**src/verilog/csw_pkg.sv**
```systemverilog
// Constants, register layout and types of the clock select and warm-up block.
// Assumes a plain single-cycle register port with byte addresses.
package csw_pkg;

    // Register byte offsets
    localparam logic [7:0] OFF_OSC_CTRL = 8'h00;
    localparam logic [7:0] OFF_PLL_SEL  = 8'h04;
    localparam logic [7:0] OFF_SYS_SEL  = 8'h08;
    localparam logic [7:0] OFF_SYS_CTRL = 8'h0C;

    // Oscillator control field positions
    localparam int OSC_LS_EN_BIT  = 9;
    localparam int OSC_HS_EN_BIT  = 8;
    localparam int OSC_WU_TIME_LO = 4;
    localparam int OSC_WU_LS_BIT  = 3;
    localparam int OSC_PLL_RUN_BIT = 2;
    localparam int OSC_WU_ACT_BIT = 1;
    localparam int OSC_WU_GO_BIT  = 0;

    // Source select field positions
    localparam int PLL_USE_BIT    = 0;
    localparam int SYS_LS_BIT     = 1;
    localparam int SYS_STATUS_BIT = 0;

    // System control field positions
    localparam int SC_GEAR_LO   = 0;
    localparam int SC_PER_HS_BIT = 12;
    localparam int SC_PRCK_LO   = 8;

    // Divider and warm-up counter widths
    localparam int GEAR_CNT_W  = 3;
    localparam int PRESC_CNT_W = 5;
    localparam int TICK_CNT_W  = 5;
    localparam int WU_CNT_W    = 19;

    // Warm-up exponent offsets: high-speed 2^(9+code), low-speed short 2^(5+code), long 2^(11+code)
    localparam int WU_HS_EXP_BASE  = 9;
    localparam int WU_LS_EXP_SHORT = 5;
    localparam int WU_LS_EXP_LONG  = 11;
    localparam logic [2:0] WU_LS_LONG_FROM = 3'h4;

    typedef struct packed {
        logic       ls_en;
        logic       hs_en;
        logic [2:0] wu_time;
        logic       wu_ls;
        logic       pll_run;
        logic       pll_use;
        logic       sys_ls;
        logic [1:0] gear;
        logic       per_hs;
        logic [2:0] prck;
    } csw_cfg_t;

    // Both oscillators run, multiplier off, everything on the raw oscillator
    localparam csw_cfg_t CFG_RESET = '{
        ls_en: 1'b1, hs_en: 1'b1, wu_time: 3'h0, wu_ls: 1'b0, pll_run: 1'b0,
        pll_use: 1'b0, sys_ls: 1'b0, gear: 2'h0, per_hs: 1'b0, prck: 3'h0};

    typedef enum logic [1:0] {
        SW_FOLLOW   = 2'b00,
        SW_DRAIN    = 2'b01,
        SW_WAIT_NEW = 2'b10
    } csw_sw_state_t;

endpackage

```
**src/verilog/csw_clock_ctrl.sv**
```systemverilog
// Clock source selection, gear, prescaler, core clock gating and warm-up timer.
// Assumes oscillator and multiplier clocks arrive as levels synchronous to REF_CLK.
//
// The implementer's own choices: strobed register access and the placing of the registers.
`timescale 1ns/1ps
// Operation
// - multiplier select bit, reset 0, picks raw oscillator or multiplied clock.
// - system select bit, reset 0, picks high-speed or low-speed clock.
// - status bit shows system source, changing only after the switch finishes.
// - multiplier clock runs at four times the oscillator clock.
// - gear gives the high-speed clock divided by 1, 2, 4 or 8.
// - prescaler clock is the peripheral base divided by 1, 2, 4, 8, 16 or 32.
// - core clocks come from system clock, stopped in idle, sleep, stop.
// - tick timer clock is the high-speed oscillator divided by 32.
// - reset runs both oscillators, stops multiplier, gear undivided.
// - multiplier stays off until its run enable is written 1.
// - wake from stop or sleep starts warm-up; core resumes when done.
// - multiplier disabled during stop and sleep.
// - warm-up counts high-speed oscillator on 0, low-speed on 1.
// - 3-bit warm-up code sets count length; code 0 means none.
// - writing start begins warm-up; flag reads 1 while counting.
module csw_clock_ctrl #(
    parameter int AW = 8
) (
    // Clock and reset
    input  wire logic          REF_CLK,
    input  wire logic          RESET_N,
    // Register port
    input  wire logic [AW-1:0] ADDR,
    input  wire logic [31:0]   WDATA,
    input  wire logic          WR,
    input  wire logic          RD,
    output logic [31:0]        RDATA,
    // Oscillator and multiplier levels
    input  wire logic          HS_OSC_CLK,
    input  wire logic          LS_OSC_CLK,
    input  wire logic          MULT_CLK,
    // Power mode and wake
    input  wire logic          LP_IDLE,
    input  wire logic          LP_SLEEP,
    input  wire logic          LP_STOP,
    input  wire logic          WAKE,
    // Oscillator and multiplier enables
    output logic               HS_OSC_EN,
    output logic               LS_OSC_EN,
    output logic               MULT_RUN,
    // Derived clocks
    output logic               HIGH_SPEED_CLK,
    output logic               GEAR_CLK,
    output logic               SYS_CLK,
    output logic               PRESCALER_CLK,
    output logic               CORE_HCLK,
    output logic               CORE_FREE_CLK,
    output logic               TICK_TIMER_CLK
);

    csw_pkg::csw_cfg_t                    cfg_r;
    logic                                 hs_clk;
    logic                                 sys_clk;
    logic                                 sys_cur;
    logic                                 hs_prev_r;
    logic                                 ls_prev_r;
    logic                                 hsc_prev_r;
    logic                                 per_prev_r;
    logic [csw_pkg::GEAR_CNT_W-1:0]       gear_cnt_r;
    logic [csw_pkg::PRESC_CNT_W-1:0]      presc_cnt_r;
    logic [csw_pkg::TICK_CNT_W-1:0]       tick_cnt_r;
    logic [csw_pkg::WU_CNT_W-1:0]         wu_cnt_r;
    logic [csw_pkg::WU_CNT_W-1:0]         wu_target;
    logic                                 wu_active_r;
    logic                                 wake_hold_r;
    logic                                 core_en_r;
    logic                                 gear_clk_r;
    logic                                 presc_clk_r;
    logic                                 wr_osc;
    logic                                 wu_go;
    logic                                 wu_edge;
    logic                                 per_clk;
    logic                                 run_ok;
    logic                                 deep_sleep;

    assign wr_osc     = WR && ADDR == AW'(csw_pkg::OFF_OSC_CTRL);
    assign wu_go      = (wr_osc && WDATA[csw_pkg::OSC_WU_GO_BIT]) || WAKE;
    assign deep_sleep = LP_SLEEP || LP_STOP;
    assign run_ok     = !(LP_IDLE || deep_sleep || WAKE) && !wake_hold_r;

    always_ff @(posedge REF_CLK or negedge RESET_N) begin
        if (!RESET_N) begin
            cfg_r <= csw_pkg::CFG_RESET;
        end else if (WR) begin
            if (wr_osc) begin
                cfg_r.ls_en   <= WDATA[csw_pkg::OSC_LS_EN_BIT];
                cfg_r.hs_en   <= WDATA[csw_pkg::OSC_HS_EN_BIT];
                cfg_r.wu_time <= WDATA[csw_pkg::OSC_WU_TIME_LO +: 3];
                cfg_r.wu_ls   <= WDATA[csw_pkg::OSC_WU_LS_BIT];
                cfg_r.pll_run <= WDATA[csw_pkg::OSC_PLL_RUN_BIT];
            end
            if (ADDR == AW'(csw_pkg::OFF_PLL_SEL)) begin
                cfg_r.pll_use <= WDATA[csw_pkg::PLL_USE_BIT];
            end
            if (ADDR == AW'(csw_pkg::OFF_SYS_SEL)) begin
                cfg_r.sys_ls <= WDATA[csw_pkg::SYS_LS_BIT];
            end
            if (ADDR == AW'(csw_pkg::OFF_SYS_CTRL)) begin
                cfg_r.gear   <= WDATA[csw_pkg::SC_GEAR_LO +: 2];
                cfg_r.per_hs <= WDATA[csw_pkg::SC_PER_HS_BIT];
                cfg_r.prck   <= WDATA[csw_pkg::SC_PRCK_LO +: 3];
            end
        end
    end

    // Read data stand for exactly one cycle; unmapped offsets read zero
    always_ff @(posedge REF_CLK or negedge RESET_N) begin
        if (!RESET_N) begin
            RDATA <= 32'h0000_0000;
        end else begin
            RDATA <= 32'h0000_0000;
            if (RD) begin
                unique case (ADDR)
                    AW'(csw_pkg::OFF_OSC_CTRL): begin
                        RDATA[csw_pkg::OSC_LS_EN_BIT]      <= cfg_r.ls_en;
                        RDATA[csw_pkg::OSC_HS_EN_BIT]      <= cfg_r.hs_en;
                        RDATA[csw_pkg::OSC_WU_TIME_LO +: 3] <= cfg_r.wu_time;
                        RDATA[csw_pkg::OSC_WU_LS_BIT]      <= cfg_r.wu_ls;
                        RDATA[csw_pkg::OSC_PLL_RUN_BIT]    <= cfg_r.pll_run;
                        RDATA[csw_pkg::OSC_WU_ACT_BIT]     <= wu_active_r;
                    end
                    AW'(csw_pkg::OFF_PLL_SEL): RDATA[csw_pkg::PLL_USE_BIT] <= cfg_r.pll_use;
                    AW'(csw_pkg::OFF_SYS_SEL): begin
                        RDATA[csw_pkg::SYS_LS_BIT]     <= cfg_r.sys_ls;
                        RDATA[csw_pkg::SYS_STATUS_BIT] <= sys_cur;
                    end
                    AW'(csw_pkg::OFF_SYS_CTRL): begin
                        RDATA[csw_pkg::SC_GEAR_LO +: 2]  <= cfg_r.gear;
                        RDATA[csw_pkg::SC_PER_HS_BIT]    <= cfg_r.per_hs;
                        RDATA[csw_pkg::SC_PRCK_LO +: 3]  <= cfg_r.prck;
                    end
                    default: RDATA <= 32'h0000_0000;
                endcase
            end
        end
    end

    always_ff @(posedge REF_CLK or negedge RESET_N) begin
        if (!RESET_N) begin
            HS_OSC_EN <= 1'b1;
            LS_OSC_EN <= 1'b1;
            MULT_RUN  <= 1'b0;
        end else begin
            HS_OSC_EN <= cfg_r.hs_en;
            LS_OSC_EN <= cfg_r.ls_en;
            MULT_RUN  <= cfg_r.pll_run && !deep_sleep;
        end
    end

    // the quadrupled clock enters on MULT_CLK from the analog multiplier
    csw_clock_switch u_hs_switch (
        .clk       (REF_CLK),
        .rst_n     (RESET_N),
        .src0      (HS_OSC_CLK),
        .src1      (MULT_CLK),
        .sel       (cfg_r.pll_use),
        .clk_out_r (hs_clk),
        .cur_r     ()
    );

    assign HIGH_SPEED_CLK = hs_clk;

    // Edge history of the sampled clock levels
    always_ff @(posedge REF_CLK or negedge RESET_N) begin
        if (!RESET_N) begin
            hs_prev_r  <= 1'b0;
            ls_prev_r  <= 1'b0;
            hsc_prev_r <= 1'b0;
            per_prev_r <= 1'b0;
        end else begin
            hs_prev_r  <= HS_OSC_CLK;
            ls_prev_r  <= LS_OSC_CLK;
            hsc_prev_r <= hs_clk;
            per_prev_r <= per_clk;
        end
    end

    // clock gear
    // Changing the gear mid-count may give one odd phase; keep consumers idle then
    always_ff @(posedge REF_CLK or negedge RESET_N) begin
        if (!RESET_N) begin
            gear_cnt_r <= '0;
            gear_clk_r <= 1'b0;
        end else begin
            if (hs_clk && !hsc_prev_r) begin
                gear_cnt_r <= gear_cnt_r + 1'b1;
            end
            gear_clk_r <= (cfg_r.gear == 2'h0) ? hs_clk : gear_cnt_r[cfg_r.gear - 2'h1];
        end
    end

    assign GEAR_CLK = gear_clk_r;

    csw_clock_switch u_sys_switch (
        .clk       (REF_CLK),
        .rst_n     (RESET_N),
        .src0      (gear_clk_r),
        .src1      (LS_OSC_CLK),
        .sel       (cfg_r.sys_ls),
        .clk_out_r (sys_clk),
        .cur_r     (sys_cur)
    );

    assign SYS_CLK = sys_clk;

    assign per_clk = cfg_r.per_hs ? hs_clk : gear_clk_r;

    always_ff @(posedge REF_CLK or negedge RESET_N) begin
        if (!RESET_N) begin
            presc_cnt_r <= '0;
            presc_clk_r <= 1'b0;
        end else begin
            if (per_clk && !per_prev_r) begin
                presc_cnt_r <= presc_cnt_r + 1'b1;
            end
            if (cfg_r.prck == 3'h0 || cfg_r.prck > 3'h5) begin
                presc_clk_r <= per_clk;
            end else begin
                presc_clk_r <= presc_cnt_r[cfg_r.prck - 3'h1];
            end
        end
    end

    assign PRESCALER_CLK = presc_clk_r;

    always_ff @(posedge REF_CLK or negedge RESET_N) begin
        if (!RESET_N) begin
            tick_cnt_r     <= '0;
            TICK_TIMER_CLK <= 1'b0;
        end else begin
            if (HS_OSC_CLK && !hs_prev_r) begin
                tick_cnt_r <= tick_cnt_r + 1'b1;
            end
            TICK_TIMER_CLK <= tick_cnt_r[csw_pkg::TICK_CNT_W-1];
        end
    end

    // core clock gating
    // Enable only moves while the system clock is low, so no high phase is cut
    always_ff @(posedge REF_CLK or negedge RESET_N) begin
        if (!RESET_N) begin
            core_en_r     <= 1'b1;
            CORE_HCLK     <= 1'b0;
            CORE_FREE_CLK <= 1'b0;
        end else begin
            if (!sys_clk) begin
                core_en_r <= run_ok;
            end
            CORE_HCLK     <= sys_clk && core_en_r;
            CORE_FREE_CLK <= sys_clk && core_en_r;
        end
    end

    always_comb begin
        wu_target = '0;
        if (!cfg_r.wu_ls) begin
            wu_target[csw_pkg::WU_HS_EXP_BASE + int'(cfg_r.wu_time)] = 1'b1;
        end else if (cfg_r.wu_time < csw_pkg::WU_LS_LONG_FROM) begin
            wu_target[csw_pkg::WU_LS_EXP_SHORT + int'(cfg_r.wu_time)] = 1'b1;
        end else begin
            wu_target[csw_pkg::WU_LS_EXP_LONG + int'(cfg_r.wu_time)] = 1'b1;
        end
    end

    assign wu_edge = cfg_r.wu_ls ? (LS_OSC_CLK && !ls_prev_r) : (HS_OSC_CLK && !hs_prev_r);

    always_ff @(posedge REF_CLK or negedge RESET_N) begin
        if (!RESET_N) begin
            wu_cnt_r    <= '0;
            wu_active_r <= 1'b0;
        end else if (wu_go) begin
            wu_cnt_r    <= '0;
            wu_active_r <= wr_osc ? (WDATA[csw_pkg::OSC_WU_TIME_LO +: 3] != 3'h0)
                                  : (cfg_r.wu_time != 3'h0);
        end else if (wu_active_r && wu_edge) begin
            wu_cnt_r <= wu_cnt_r + 1'b1;
            if (wu_cnt_r + 1'b1 == wu_target) begin
                wu_active_r <= 1'b0;
            end
        end
    end

    // wake holds core clocks until warm-up ends
    always_ff @(posedge REF_CLK or negedge RESET_N) begin
        if (!RESET_N) begin
            wake_hold_r <= 1'b0;
        end else if (WAKE) begin
            wake_hold_r <= 1'b1;
        end else if (!wu_active_r) begin
            wake_hold_r <= 1'b0;
        end
    end
endmodule

```
**src/verilog/csw_clock_switch.sv**
```systemverilog
// Glitch-free two-input clock selector working on sampled clock levels.
// Assumes both source levels are synchronous to clk.
`timescale 1ns/1ps
module csw_clock_switch (
    // Clock and reset
    input  wire logic clk,
    input  wire logic rst_n,
    // Sources and request
    input  wire logic src0,
    input  wire logic src1,
    input  wire logic sel,
    // Switched clock and current source
    output logic      clk_out_r,
    output logic      cur_r
);

    csw_pkg::csw_sw_state_t state_r;
    csw_pkg::csw_sw_state_t state_nxt;
    logic                   old_lvl;
    logic                   new_lvl;

    assign old_lvl = cur_r ? src1 : src0;
    assign new_lvl = cur_r ? src0 : src1;

    // no short phases
    // Output goes low only with the old source, and follows the new one from its low phase
    always_comb begin
        state_nxt = state_r;
        unique case (state_r)
            csw_pkg::SW_FOLLOW: begin
                if (sel != cur_r) begin
                    state_nxt = csw_pkg::SW_DRAIN;
                end
            end
            csw_pkg::SW_DRAIN: begin
                if (!old_lvl) begin
                    state_nxt = csw_pkg::SW_WAIT_NEW;
                end
            end
            csw_pkg::SW_WAIT_NEW: begin
                if (!new_lvl) begin
                    state_nxt = csw_pkg::SW_FOLLOW;
                end
            end
            default: state_nxt = csw_pkg::SW_FOLLOW;
        endcase
    end

    always_ff @(posedge clk or negedge rst_n) begin
        if (!rst_n) begin
            state_r <= csw_pkg::SW_FOLLOW;
        end else begin
            state_r <= state_nxt;
        end
    end

    always_ff @(posedge clk or negedge rst_n) begin
        if (!rst_n) begin
            cur_r <= 1'b0;
        end else if (state_r == csw_pkg::SW_WAIT_NEW && !new_lvl) begin
            cur_r <= ~cur_r;
        end
    end

    always_ff @(posedge clk or negedge rst_n) begin
        if (!rst_n) begin
            clk_out_r <= 1'b0;
        end else if (state_r == csw_pkg::SW_WAIT_NEW) begin
            clk_out_r <= 1'b0;
        end else begin
            clk_out_r <= old_lvl;
        end
    end
endmodule

```
**config.mk**
```make
export PLATFORM = sky130hd
export DESIGN_NAME = csw_clock_ctrl
export DESIGN_NICKNAME = d
export VERILOG_FILES = /design/src/verilog/csw_pkg.sv /design/src/verilog/csw_clock_ctrl.sv /design/src/verilog/csw_clock_switch.sv
export SDC_FILE = /design/constraint.sdc
export NUM_CORES = 1
export LEC_CHECK = 0
export ABC_AREA = 1
export BUFFER_PORTS_ARGS = -buffer_cell sky130_fd_sc_hd__buf_2
export CORE_UTILIZATION = 35
export CTS_CLUSTER_DIAMETER = 30
export DETAILED_ROUTE_END_ITERATION = 8
export PLACE_DENSITY = 0.59
export SLEW_MARGIN = 30
export SYNTH_ARGS = -nofsm -noshare
export SYNTH_HDL_FRONTEND = slang
export SYNTH_SLANG_ARGS = --single-unit
```
**constraint.sdc**
```tcl
create_clock -name REF_CLK -period 3.2 [get_ports REF_CLK]
set_input_delay 0 -clock REF_CLK [delete_from_list [all_inputs] [get_ports REF_CLK]]
set_output_delay 0 -clock REF_CLK [all_outputs]
set_load 0.01 [all_outputs]
```
==> flow_summary.yaml, run 1 <==
timing:
  max-slew-margin-rel_pct: 51.42
  timing.fmax_mhz: 414.1
  grt_setup_unrepaired: "false"
  tightest_slew_ps: 728.7
  slew_violations: 0
  fin_worst_hold_slack_ps: 14.34
  period_needed_ps: 2415
  layout_worst_path_cycle_share_pct: 75.47
  timing_hold_violations_final: 0
  finalSetupTns_ps: 0
  setup_viol: 0
  clock_skew_ps: 5.316
logic_synthesis:
  synth.yosys.seq_area_share_pct: 42.61
  synth_edf_count: 0
  synth-warning-count: 0
  mappedNetlistArea_um2: 4713
  post_synth.cell_area_avg_um2: 7.434
  asyncSetResetFlopFracSynth_pct: 100.0
  synth-seq-cells: 80
  dominantRegCellSynth: "dfrtp_1"
  number_of_distinct_library_cells_after_synthesis: 36
  post_synth_inst_count: 634
cts:
  cts.path.max_buffers: 2
  cts_num_sinks: 80
  cts_made_buffers: 9
  cts-hold-fix-buffers: 21
  cts-root-buf: "clkbuf_16"
  post_cts_resized: 0
  clk_pin_slew_ps: 60
  clk-insertion-delay-late_ps: 340
  cts_max_level: 3
  number_of_post_cts_setup_repair_buffers: 0
  tritoncts: "built"
routing:
  routed-via-count: 4265
  ant_nets: 0
  detailedRoute.firstPassIterationCount: 5
  detail_route.wl_per_cell_um: 12.73
  remaining_drc_errors: 0
  drt-vias-per-instance: 4.814
  totalWireLength_um: 11280
  drt_iter0_markers: 189
die:
  io_pins: 93
  die-height_um: 118.0
  effective_utilization_at_floorplan_pct: 35.73
  num_rows: 42
  fp.dieArea_um2: 13930
  core_um2: 13190
  die_w_um: 118.0
flow_run:
  max_capacitance_violation_count: 0
critical_path:
  worst-r2r-setup-slack_ps: 790
  timing.critical_path.to: "wu_active_r$_DFFE_PN0P_"
  critPathLaunchType: "register"
  startpoint: "cfg_r[10]$_DFFE_PN0P_"
  worstRegToRegCells: 16
  required_ps: 3430
  critPathArrivalTime_ps: 2650
  end_kind: "register"
  timing.rr.start: "cfg_r[10]$_DFFE_PN0P_"
  reg2reg_to: "wu_active_r$_DFFE_PN0P_"
  critPathMaxFanout: 10
  timing_worst_setup_path_type: "reg2reg"
power_and_ir_drop:
  p_per_area_nw_per_um2: 542.6
  total_power_w: 0.003015
  worst_ir_drop_vdd_mv: 0.3281
  p_leak_nw: 2.826
layout:
  seq_area_um2: 2008
  final_nets: 767
  area.growth.synth_to_final_pct: 17.89
  antenna_cells: 0
  final_layout_size_suffix_gt1_share_pct: 11.69
  n_fill_cell: 1352
  post-route-cell-area_um2: 5557
  multiInputGateArea_um2: 2191
  mostFrequentLayoutCell: "nand2_1"
  commonest_non_fill_non_tap_cells_in_the_layout: "nand2_1, inv_1, nor2_1, dfrtp_1, nand3_1"
  final-instance-count-excl-fill: 886
placed_design:
  gp_congestion: 0.8536
  place.detailed.hpwl_um: 8302
  port_buffers: 50
  dpl_cell_area_um2: 5044
  post-place-cells: 849
min_path:
  worstHoldPathType: "in2reg"
grt:
  first_global_vias: 4236
  grt_remaining_overflow: 0
  global_route.usage.total_pct: 17.20
  grt_start_max_net_pins: 81
  grt_pass1_wl_um: 19240
  initial_antenna_violation_count: 0
status:
  run_status: "complete, no violations"
## worst min path at each step
stage / startpoint / to / depth (start not counted)
2_1_floorplan: RESET_N / CORE_FREE_CLK$_DFF_PN0_ / 0
3_3_place_gp: HS_OSC_CLK / hs_prev_r$_DFF_PN0_ / 1
3_5_place_dp: RESET_N / RDATA[3]$_DFF_PN0_ / 1
4_1_cts: RD / RDATA[0]$_DFF_PN0_ / 5
5_1_grt: RD / RDATA[0]$_DFF_PN0_ / 5
6_report: RD / RDATA[0]$_DFF_PN0_ / 5
## cell families after synthesis
logic type                 after synthesis  synth area share (%)
buffers and inverters                  128                 12.50
adders and majority gates               11                 2.920
muxes                                    2                0.4778
other                                    1               0.07956
and+or+nand+nor                        323                 29.68
DFF                                     80                 42.61
xor gates and xnor gates                17                 3.159
AOI/OAI and AO/OA                       72                 8.575
## metal layers
layer  up-vias  routed length (um)  part of all wire, %  track usage [%]
met5         -                   0                    0                0
met4         0                 351                  3.1            7.853
met3        22                 473                  4.2            3.295
met2       120                5423                   48            28.93
met1      1990                5033                   45            21.26
li1       2133                   -                    -                -
## power by group
group / switching (W) / leakage, nW / internal (W)
Combinational: 0.000360 / 1.68 / 0.000263
Clock: 0.000438 / 0.147 / 0.000612
Sequential: 0.000145 / 1.00 / 0.00120
## registers in the layout, summed over array words and instances (netlist names), 2 cells and up
register              cells
wu_cnt_r                 19
cfg_r                    15
RDATA                    11
presc_cnt_r               5
tick_cnt_r                5
gear_cnt_r                3
u_hs_switch.state_r       2
u_sys_switch.state_r      2
## critical path, cell delays in order, from the launching register on
cell and delay [ps]:
dfrtp_1 490, nand2_1 180, inv_1 110, ha_1 340
inv_1 100, o21ai_0 220, nand2_1 80, nand2_1 100
nand2_1 60, nand2_1 60, nand2_1 50, nor2_1 130
nand3_1 90, nor2_1 120, nand2_1 90, nand2_1 70
nand2_1 40
## cell usage after synthesis, types with 6 or more instances
cell,instances,area (um^2)
nor3_1,6,30.03
inv_1,94,352.8
nor2_1,77,289.0
nand2_1,152,570.6
a21oi_1,12,60.06
ha_1,11,137.6
o21ai_0,34,170.2
nand3_1,53,265.3
xor2_1,12,105.1
dfrtp_1,75,1877
nand4_1,23,143.9
o22ai_1,19,118.9
buf_4,22,165.2
## layout make-up
| type | count | share of cell area, % |
|---|---|---|
| tap | 176 | 3.963 |
| clock buffer | 9 | 4.053 |
| clock inverter | 7 | 1.396 |
| sequential | 80 | 36.14 |
| timing repair buffer | 72 | 8.534 |
| inverter | 96 | 6.485 |
| multi-input combinational | 446 | 39.43 |
## metrics by stage
stage / worst slack [ps] / utilization [%]
floorplan: 1194 / -
global route: 555.0 / 42.13
detailed placement: 839.7 / 38.24
finish: 785.1 / 42.13
global placement: 899.2 / 38.21
CTS: 824.8 / 42.13
(Power assumes the default switching activity.)
==> run 2: changes to the inputs <==
Clock period 3.2 ns to 2.4 ns, I/O delays scaled along.
==> run 2 against run 1 <==
  * Utilization grew 1.0 points
  * Count of clock-buffer cells in the layout unchanged
  * Via count is 1.9% higher
  * Power increased by 33%
  * Critical path depth shrank 1
  * Final cell count is 1.2% higher
  * Largest power group unchanged
==> flow_summary.yaml, run 2 (same netlist as run 1, synthesis figures left out) <==
cts:
  clk-insertion-delay-late_ps: 340
  cts.path.max_buffers: 2
  cts-root-buf: "clkbuf_16"
  number_of_post_cts_setup_repair_buffers: 0
  cts_made_buffers: 9
  clk_pin_slew_ps: 70
  cts_num_sinks: 80
  cts_max_level: 3
  tritoncts: "built"
placed_design:
  gp_congestion: 0.8699
  post-place-cells: 858
  place.detailed.hpwl_um: 8188
  dpl_cell_area_um2: 5111
  port_buffers: 50
routing:
  remaining_drc_errors: 0
  met2_length_um: 5492
  routed-via-count: 4344
  drt-met1-wl_um: 4964
  met3_length_um: 537
  detail_route.wl_per_cell_um: 12.58
  drt_iter0_markers: 236
  ant_nets: 0
  highest_layer: "met4"
  detailedRoute.firstPassIterationCount: 5
  drt-vias-per-instance: 4.843
  totalWireLength_um: 11280
timing:
  timing_hold_violations_final: 0
  slew_violations: 0
  grt_setup_unrepaired: "false"
  layout_worst_path_cycle_share_pct: 91.12
  clock_skew_ps: 12.44
  max-slew-margin-rel_pct: 50.91
  period_needed_ps: 2187
  timing.fmax_mhz: 457.3
  setup_viol: 0
  finalSetupTns_ps: 0
  tightest_slew_ps: 736.3
critical_path:
  critical_path.max_stage_delay_ps: 430
  cp_slowest_cell: "dfrtp_2"
  end_kind: "register"
  critPathArrivalTime_ps: 2420
  required_ps: 2640
  timing_worst_setup_path_type: "reg2reg"
  critPathMaxFanout: 6
  cp_top_family: "simple AND/OR/NAND/NOR gates"
  path_cells: "inv_1 -> nand2_1 -> ha_1 -> inv_1 -> nand3_1 -> o21ai_2 -> inv_1 -> nand3_1 -> nand2_1 -> inv_1 -> nand2_1 -> nor2_1 -> nand2_1 -> nand2_1 -> nand2_1"
  cp.buffers_inverters: 4
  critPathLaunchType: "register"
  worst_path_most_repeated_cell: "nand2_1"
layout:
  seq_area_um2: 2011
  commonest_non_fill_non_tap_cells_in_the_layout: "nand2_1, inv_1, nor2_1, dfrtp_1, nand3_1"
  mostFrequentLayoutCell: "nand2_1"
  n_fill_cell: 1328
  register_with_the_most_flip_flops: "wu_cnt_r"
  reg_top3: "wu_cnt_r: 19 flops, cfg_r: 15 flops, RDATA: 11 flops"
  largest_register_ff_count: 19
  area.growth.synth_to_final_pct: 20.73
  fin_util_pct: 43.14
  final_nets: 778
  multiInputGateArea_um2: 2236
  antenna_cells: 0
  final-instance-count-excl-fill: 897
  post-route-cell-area_um2: 5690
  final_layout_size_suffix_gt1_share_pct: 14.29
die:
  core_um2: 13190
  fp.dieArea_um2: 13930
  die-height_um: 118.0
  die_w_um: 118.0
  num_rows: 42
  effective_utilization_at_floorplan_pct: 35.73
  io_pins: 93
power_and_ir_drop:
  p_leak_nw: 2.876
  worst_ir_drop_vdd_mv: 0.5567
  comb_power_share_pct: 20.7
  switch_share_pct: 31.07
  p_per_area_nw_per_um2: 706.8
  power.sequential.fraction_pct: 44.6
  switching_power_w: 0.001250
  p_clk_share_pct: 34.7
  intPower_w: 0.002772
grt:
  grt_start_max_net_pins: 81
  initial_antenna_violation_count: 0
  first_global_vias: 4187
  global_route.usage.total_pct: 17.34
  grt_pass1_wl_um: 19350
  grt_remaining_overflow: 0
status:
  run_status: "complete, no violations"
min_path:
  worstHoldPathType: "in2reg"
flow_run:
  max_capacitance_violation_count: 0
==> run 2: cell count changes in the layout (fill, tap and decap cells not counted), sizes merged <==
cell         before  now
buf              51   60
dlygate4sd3      21   23
clkinv            2    1
clkinvlp          1    2
==> run 2: power by group through the flow <==
| stage | combinational [W] | sequential (W) | clock [W] |
|---|---|---|---|
| 6_report | 0.000832 | 0.00179 | 0.00140 |
| 5_1_grt | 0.000959 | 0.00184 | 0.00149 |
| 4_1_cts | 0.000840 | 0.00179 | 0.00143 |
| 3_5_place_dp | 0.000808 | 0.00182 | 0 |
| 3_3_place_gp | 0.000778 | 0.00180 | 0 |
| 2_1_floorplan | 0.000587 | 0.00179 | 0 |
==> run 2: per-layer routing <==
metal  GRT usage [%]  vias to the layer above
met5               0                        -
met4           7.612                        0
met1           21.42                     2028
met3           4.070                       20
met2           28.75                      136
li1                -                     2160
==> run 2: final cells by class <==
type                       count  area share [%]
clock buffer                   9           3.958
timing repair buffer          83           9.872
tap                          176           3.870
sequential                    80           35.33
clock inverter                 7           1.341
multi-input combinational    446           39.29
inverter                      96           6.332
==> run 2: timing repair <==
action	4_1_cts	5_1_grt
hold endpoints to repair	98	0
gates resized for setup	0	13
setup endpoints to repair	0	1
hold buffers	23	0
==> run 2: worst paths after layout <==
check	from	end	slack, ps	depth (start not counted)
setup reg to reg	cfg_r[11]$_DFFE_PN0P_	wu_active_r$_DFFE_PN0P_	210	15
min in group asynchronous	RESET_N	cfg_r[10]$_DFFE_PN0P_	260	2
max in group asynchronous	RESET_N	cfg_r[11]$_DFFE_PN0P_	1620	2
hold reg to reg	cfg_r[13]$_DFFE_PN1P_	HS_OSC_EN$_DFF_PN1_	380	0
hold / removal	ADDR[2]	RDATA[12]$_DFF_PN0_	20	3
setup / recovery	cfg_r[11]$_DFFE_PN0P_	wu_active_r$_DFFE_PN0P_	210	15
==> run 2: metrics by stage <==
| stage | worst slack (ps) | total power (W) | hold WS, ps |
|---|---|---|---|
| global placement | 174.9 | 0.002582 | 154.1 |
| global route | 11.95 | 0.004282 | 44.71 |
| floorplan | 394.2 | 0.002373 | -295.6 |
| finish | 213.2 | 0.004022 | 23.64 |
| detailed placement | 128.3 | 0.002623 | 100.3 |
| CTS | 100.2 | 0.004067 | 14.11 |
==> run 2: worst min-delay path: stages <==
cell     delay [ps]
buf_2           120
nand2_1         140
nor2_1           60
==> run 3: changes to the inputs <==
Settings changed: ABC_AREA 1 to not set.
==> run 3 against run 2 <==
  * The flow now finishes with violations (setup timing)
  * Clock skew fell by 7.2 ps
  * Wire length fell by 9.8%
  * Sequential share of layout area rose by 0.086 points
  * Utilization rose by 3.2 points
  * Sequential power rose by 3%
  * Global-route usage fell by 0.70 points
  * Clock power barely moved
  * Die area fell by 4.8%
  * Critical path type unchanged
==> flow_summary.yaml, run 3 <==
status:
  run_status: "finished, violations left"
  failed_checks: "setup timing"
critical_path:
  end_kind: "register"
  required_ps: 2610
  startpoint: "cfg_r[10]$_DFFE_PN0P_"
  critPathLaunchType: "register"
  timing_worst_setup_path_type: "reg2reg"
  critPathMaxFanout: 7
  timing.rr.start: "cfg_r[10]$_DFFE_PN0P_"
  critPathArrivalTime_ps: 2870
timing:
  post-route-worst-setup-slack_ps: -255.1
  clock_skew_ps: 5.221
  slew_violations: 0
  timing_hold_violations_final: 0
  setup_viol: 1
  period_needed_ps: 2655
  grt_setup_unrepaired: "true"
  max-slew-margin-rel_pct: 63.40
  fin_worst_hold_slack_ps: 13.84
  finalSetupTns_ps: -255.1
  tightest_slew_ps: 543.9
  layout_worst_path_cycle_share_pct: 110.6
  timing.fmax_mhz: 376.6
routing:
  detailedRoute.firstPassIterationCount: 5
  ant_nets: 0
  met3_length_um: 434
  detail_route.wl_per_cell_um: 14.19
  routed-via-count: 3547
  drt-met1-wl_um: 4415
  totalWireLength_um: 10180
  drt_iter0_markers: 181
  highest_layer: "met4"
  met2_length_um: 5118
  drt-vias-per-instance: 4.947
  remaining_drc_errors: 0
power_and_ir_drop:
  p_leak_nw: 2.577
  power.sequential.fraction_pct: 46.0
  total_power_w: 0.003992
  intPower_w: 0.002806
  p_per_area_nw_per_um2: 703.2
  worst_ir_drop_vdd_mv: 0.4795
  p_clk_share_pct: 35.2
  switching_power_w: 0.001185
  comb_power_share_pct: 18.9
  switch_share_pct: 29.70
die:
  die-height_um: 115.2
  die_w_um: 115.2
  io_pins: 93
  num_rows: 40
  fp.dieArea_um2: 13270
  effective_utilization_at_floorplan_pct: 36.56
  core_um2: 12260
logic_synthesis:
  post_synth_fa_ha_maj_area_fraction_pct: 3.070
  number_of_distinct_library_cells_after_synthesis: 52
  synthTopCellsByArea: "dfrtp_1, xnor2_1, mux2_2, xor2_1, buf_4"
  post_synth_and_or_nand_nor_area_fraction_pct: 20.04
  asyncSetResetFlopFracSynth_pct: 100.0
  synth-seq-cells: 80
  muxShareOfSynthArea_pct: 7.480
  synth.yosys.seq_area_share_pct: 44.79
  post_synth.cell_area_avg_um2: 10.14
  post_synth_inst_count: 442
  synth_top_cell_by_area: "dfrtp_1"
  synth.top_cells.by_count: "dfrtp_1, nor2_1, xnor2_1"
  area_share_of_the_leading_cell_type_in_the_synthesized_netlist_pct: 41.86
  mappedNetlistArea_um2: 4483
  synth_top_family_by_area: "simple AND/OR/NAND/NOR gates"
  synth-warning-count: 0
  xor_and_xnor_fraction_of_the_mapped_netlist_area_pct: 9.713
  synth_edf_count: 0
  dominantRegCellSynth: "dfrtp_1"
  synth_most_common_cell: "dfrtp_1"
  synth_compound_area_share_pct: 8.764
layout:
  final_nets: 606
  final_layout_size_suffix_gt1_share_pct: 25.87
  largest_register_ff_count: 19
  fin_util_pct: 46.30
  reg_top3: "wu_cnt_r: 19 flops, cfg_r: 15 flops, RDATA: 11 flops"
  area.growth.synth_to_final_pct: 26.63
  n_fill_cell: 1190
  commonest_non_fill_non_tap_cells_in_the_layout: "dfrtp_1, buf_2, buf_4, nor2_1, xnor2_1"
  mostFrequentLayoutCell: "dfrtp_1"
  antenna_cells: 0
  register_with_the_most_flip_flops: "wu_cnt_r"
placed_design:
  pre_cts_ws_ps: -252.3
  port_buffers: 50
  place.detailed.hpwl_um: 7580
  gp_congestion: 0.8576
cts:
  cts.path.max_buffers: 2
  cts_num_sinks: 80
  cts_max_level: 3
  tritoncts: "built"
  cts-root-buf: "clkbuf_16"
  clk_pin_slew_ps: 60
  cts_made_buffers: 9
  clk-insertion-delay-late_ps: 340
grt:
  initial_antenna_violation_count: 0
  grt_start_max_net_pins: 42
  first_global_vias: 3556
  grt_remaining_overflow: 0
  grt_pass1_wl_um: 17130
  global_route.usage.total_pct: 16.64
flow_run:
  max_capacitance_violation_count: 0
min_path:
  worstHoldPathType: "in2reg"
  hold_start: "ADDR[2]"
==> run 3: critical path, stage by stage, from the launching register on <==
cell	delay, ps
dfrtp_2	440
or2_4	270
ha_4	250
nor4bb_4	250
o211ai_1	170
xnor2_1	250
xnor2_1	80
or3_1	350
a2111oi_4	330
a31oi_1	130
==> run 3: logic make-up (layout without fill, tap and decap cells) <==
logic type,Yosys count,count (layout)
compound gates,60,60
xor+xnor,48,48
fa+ha+maj,11,11
buf+inv,50,137
flops,80,80
mux,30,30
other cells,1,21
simple gates,162,162
==> run 3: worst paths after layout <==
path | depth (start not counted) | to | slack (ps)
min in group asynchronous | 2 | RDATA[5]$_DFF_PN0_ | 180
max in group asynchronous | 3 | cfg_r[13]$_DFFE_PN1P_ | 1480
min reg2reg | 0 | HS_OSC_EN$_DFF_PN1_ | 370
max reg2reg | 9 | wu_active_r$_DFFE_PN0P_ | -260
min | 3 | cfg_r[7]$_DFFE_PN0P_ | 10
max | 9 | wu_active_r$_DFFE_PN0P_ | -260
==> run 3: metal layers <==
metal	vias to the layer above	track usage (%)
li1	1718	-
met1	1715	21.24
met2	94	27.23
met3	20	3.743
met4	0	6.926
met5	-	0
==> run 3: power by group through the flow <==
stage               combinational, W  clock (W)  sequential [W]
floorplan                   0.000547          0         0.00180
global placement            0.000696          0         0.00184
detailed placement          0.000733          0         0.00186
CTS                         0.000763    0.00145         0.00184
global route                0.000852    0.00149         0.00188
finish                      0.000753    0.00140         0.00184
==> run 3: per-stage QoR <==
step / area [um^2] / std cells
global placement: 5112 / 679
finish: 5677 / 717
floorplan: 4636 / 462
CTS: 5647 / 717
global route: 5677 / 717
detailed placement: 5112 / 679
==> run 3: area by class of cell <==
class                   instances  area (um^2)  area share (%)
multi-input cells             332         2366           41.68
flip-flops and latches         80         2011           35.42
repair buffers                107        733.2           12.92
well taps                     168        210.2           3.703
clock inverters                 7        78.83           1.389
inverters                      14        52.55          0.9257
clock buffers                   9        225.2           3.967
==> run 3: repair_timing <==
| item | CTS | global route |
|---|---|---|
| pin swaps | 5 | 3 |
| hold buffers | 21 | 0 |
| endpoints found under the hold margin | 58 | 0 |
| endpoints found under the setup margin | 1 | 1 |
| setup buffers | 1 | 0 |
| resized for setup | 1 | 5 |
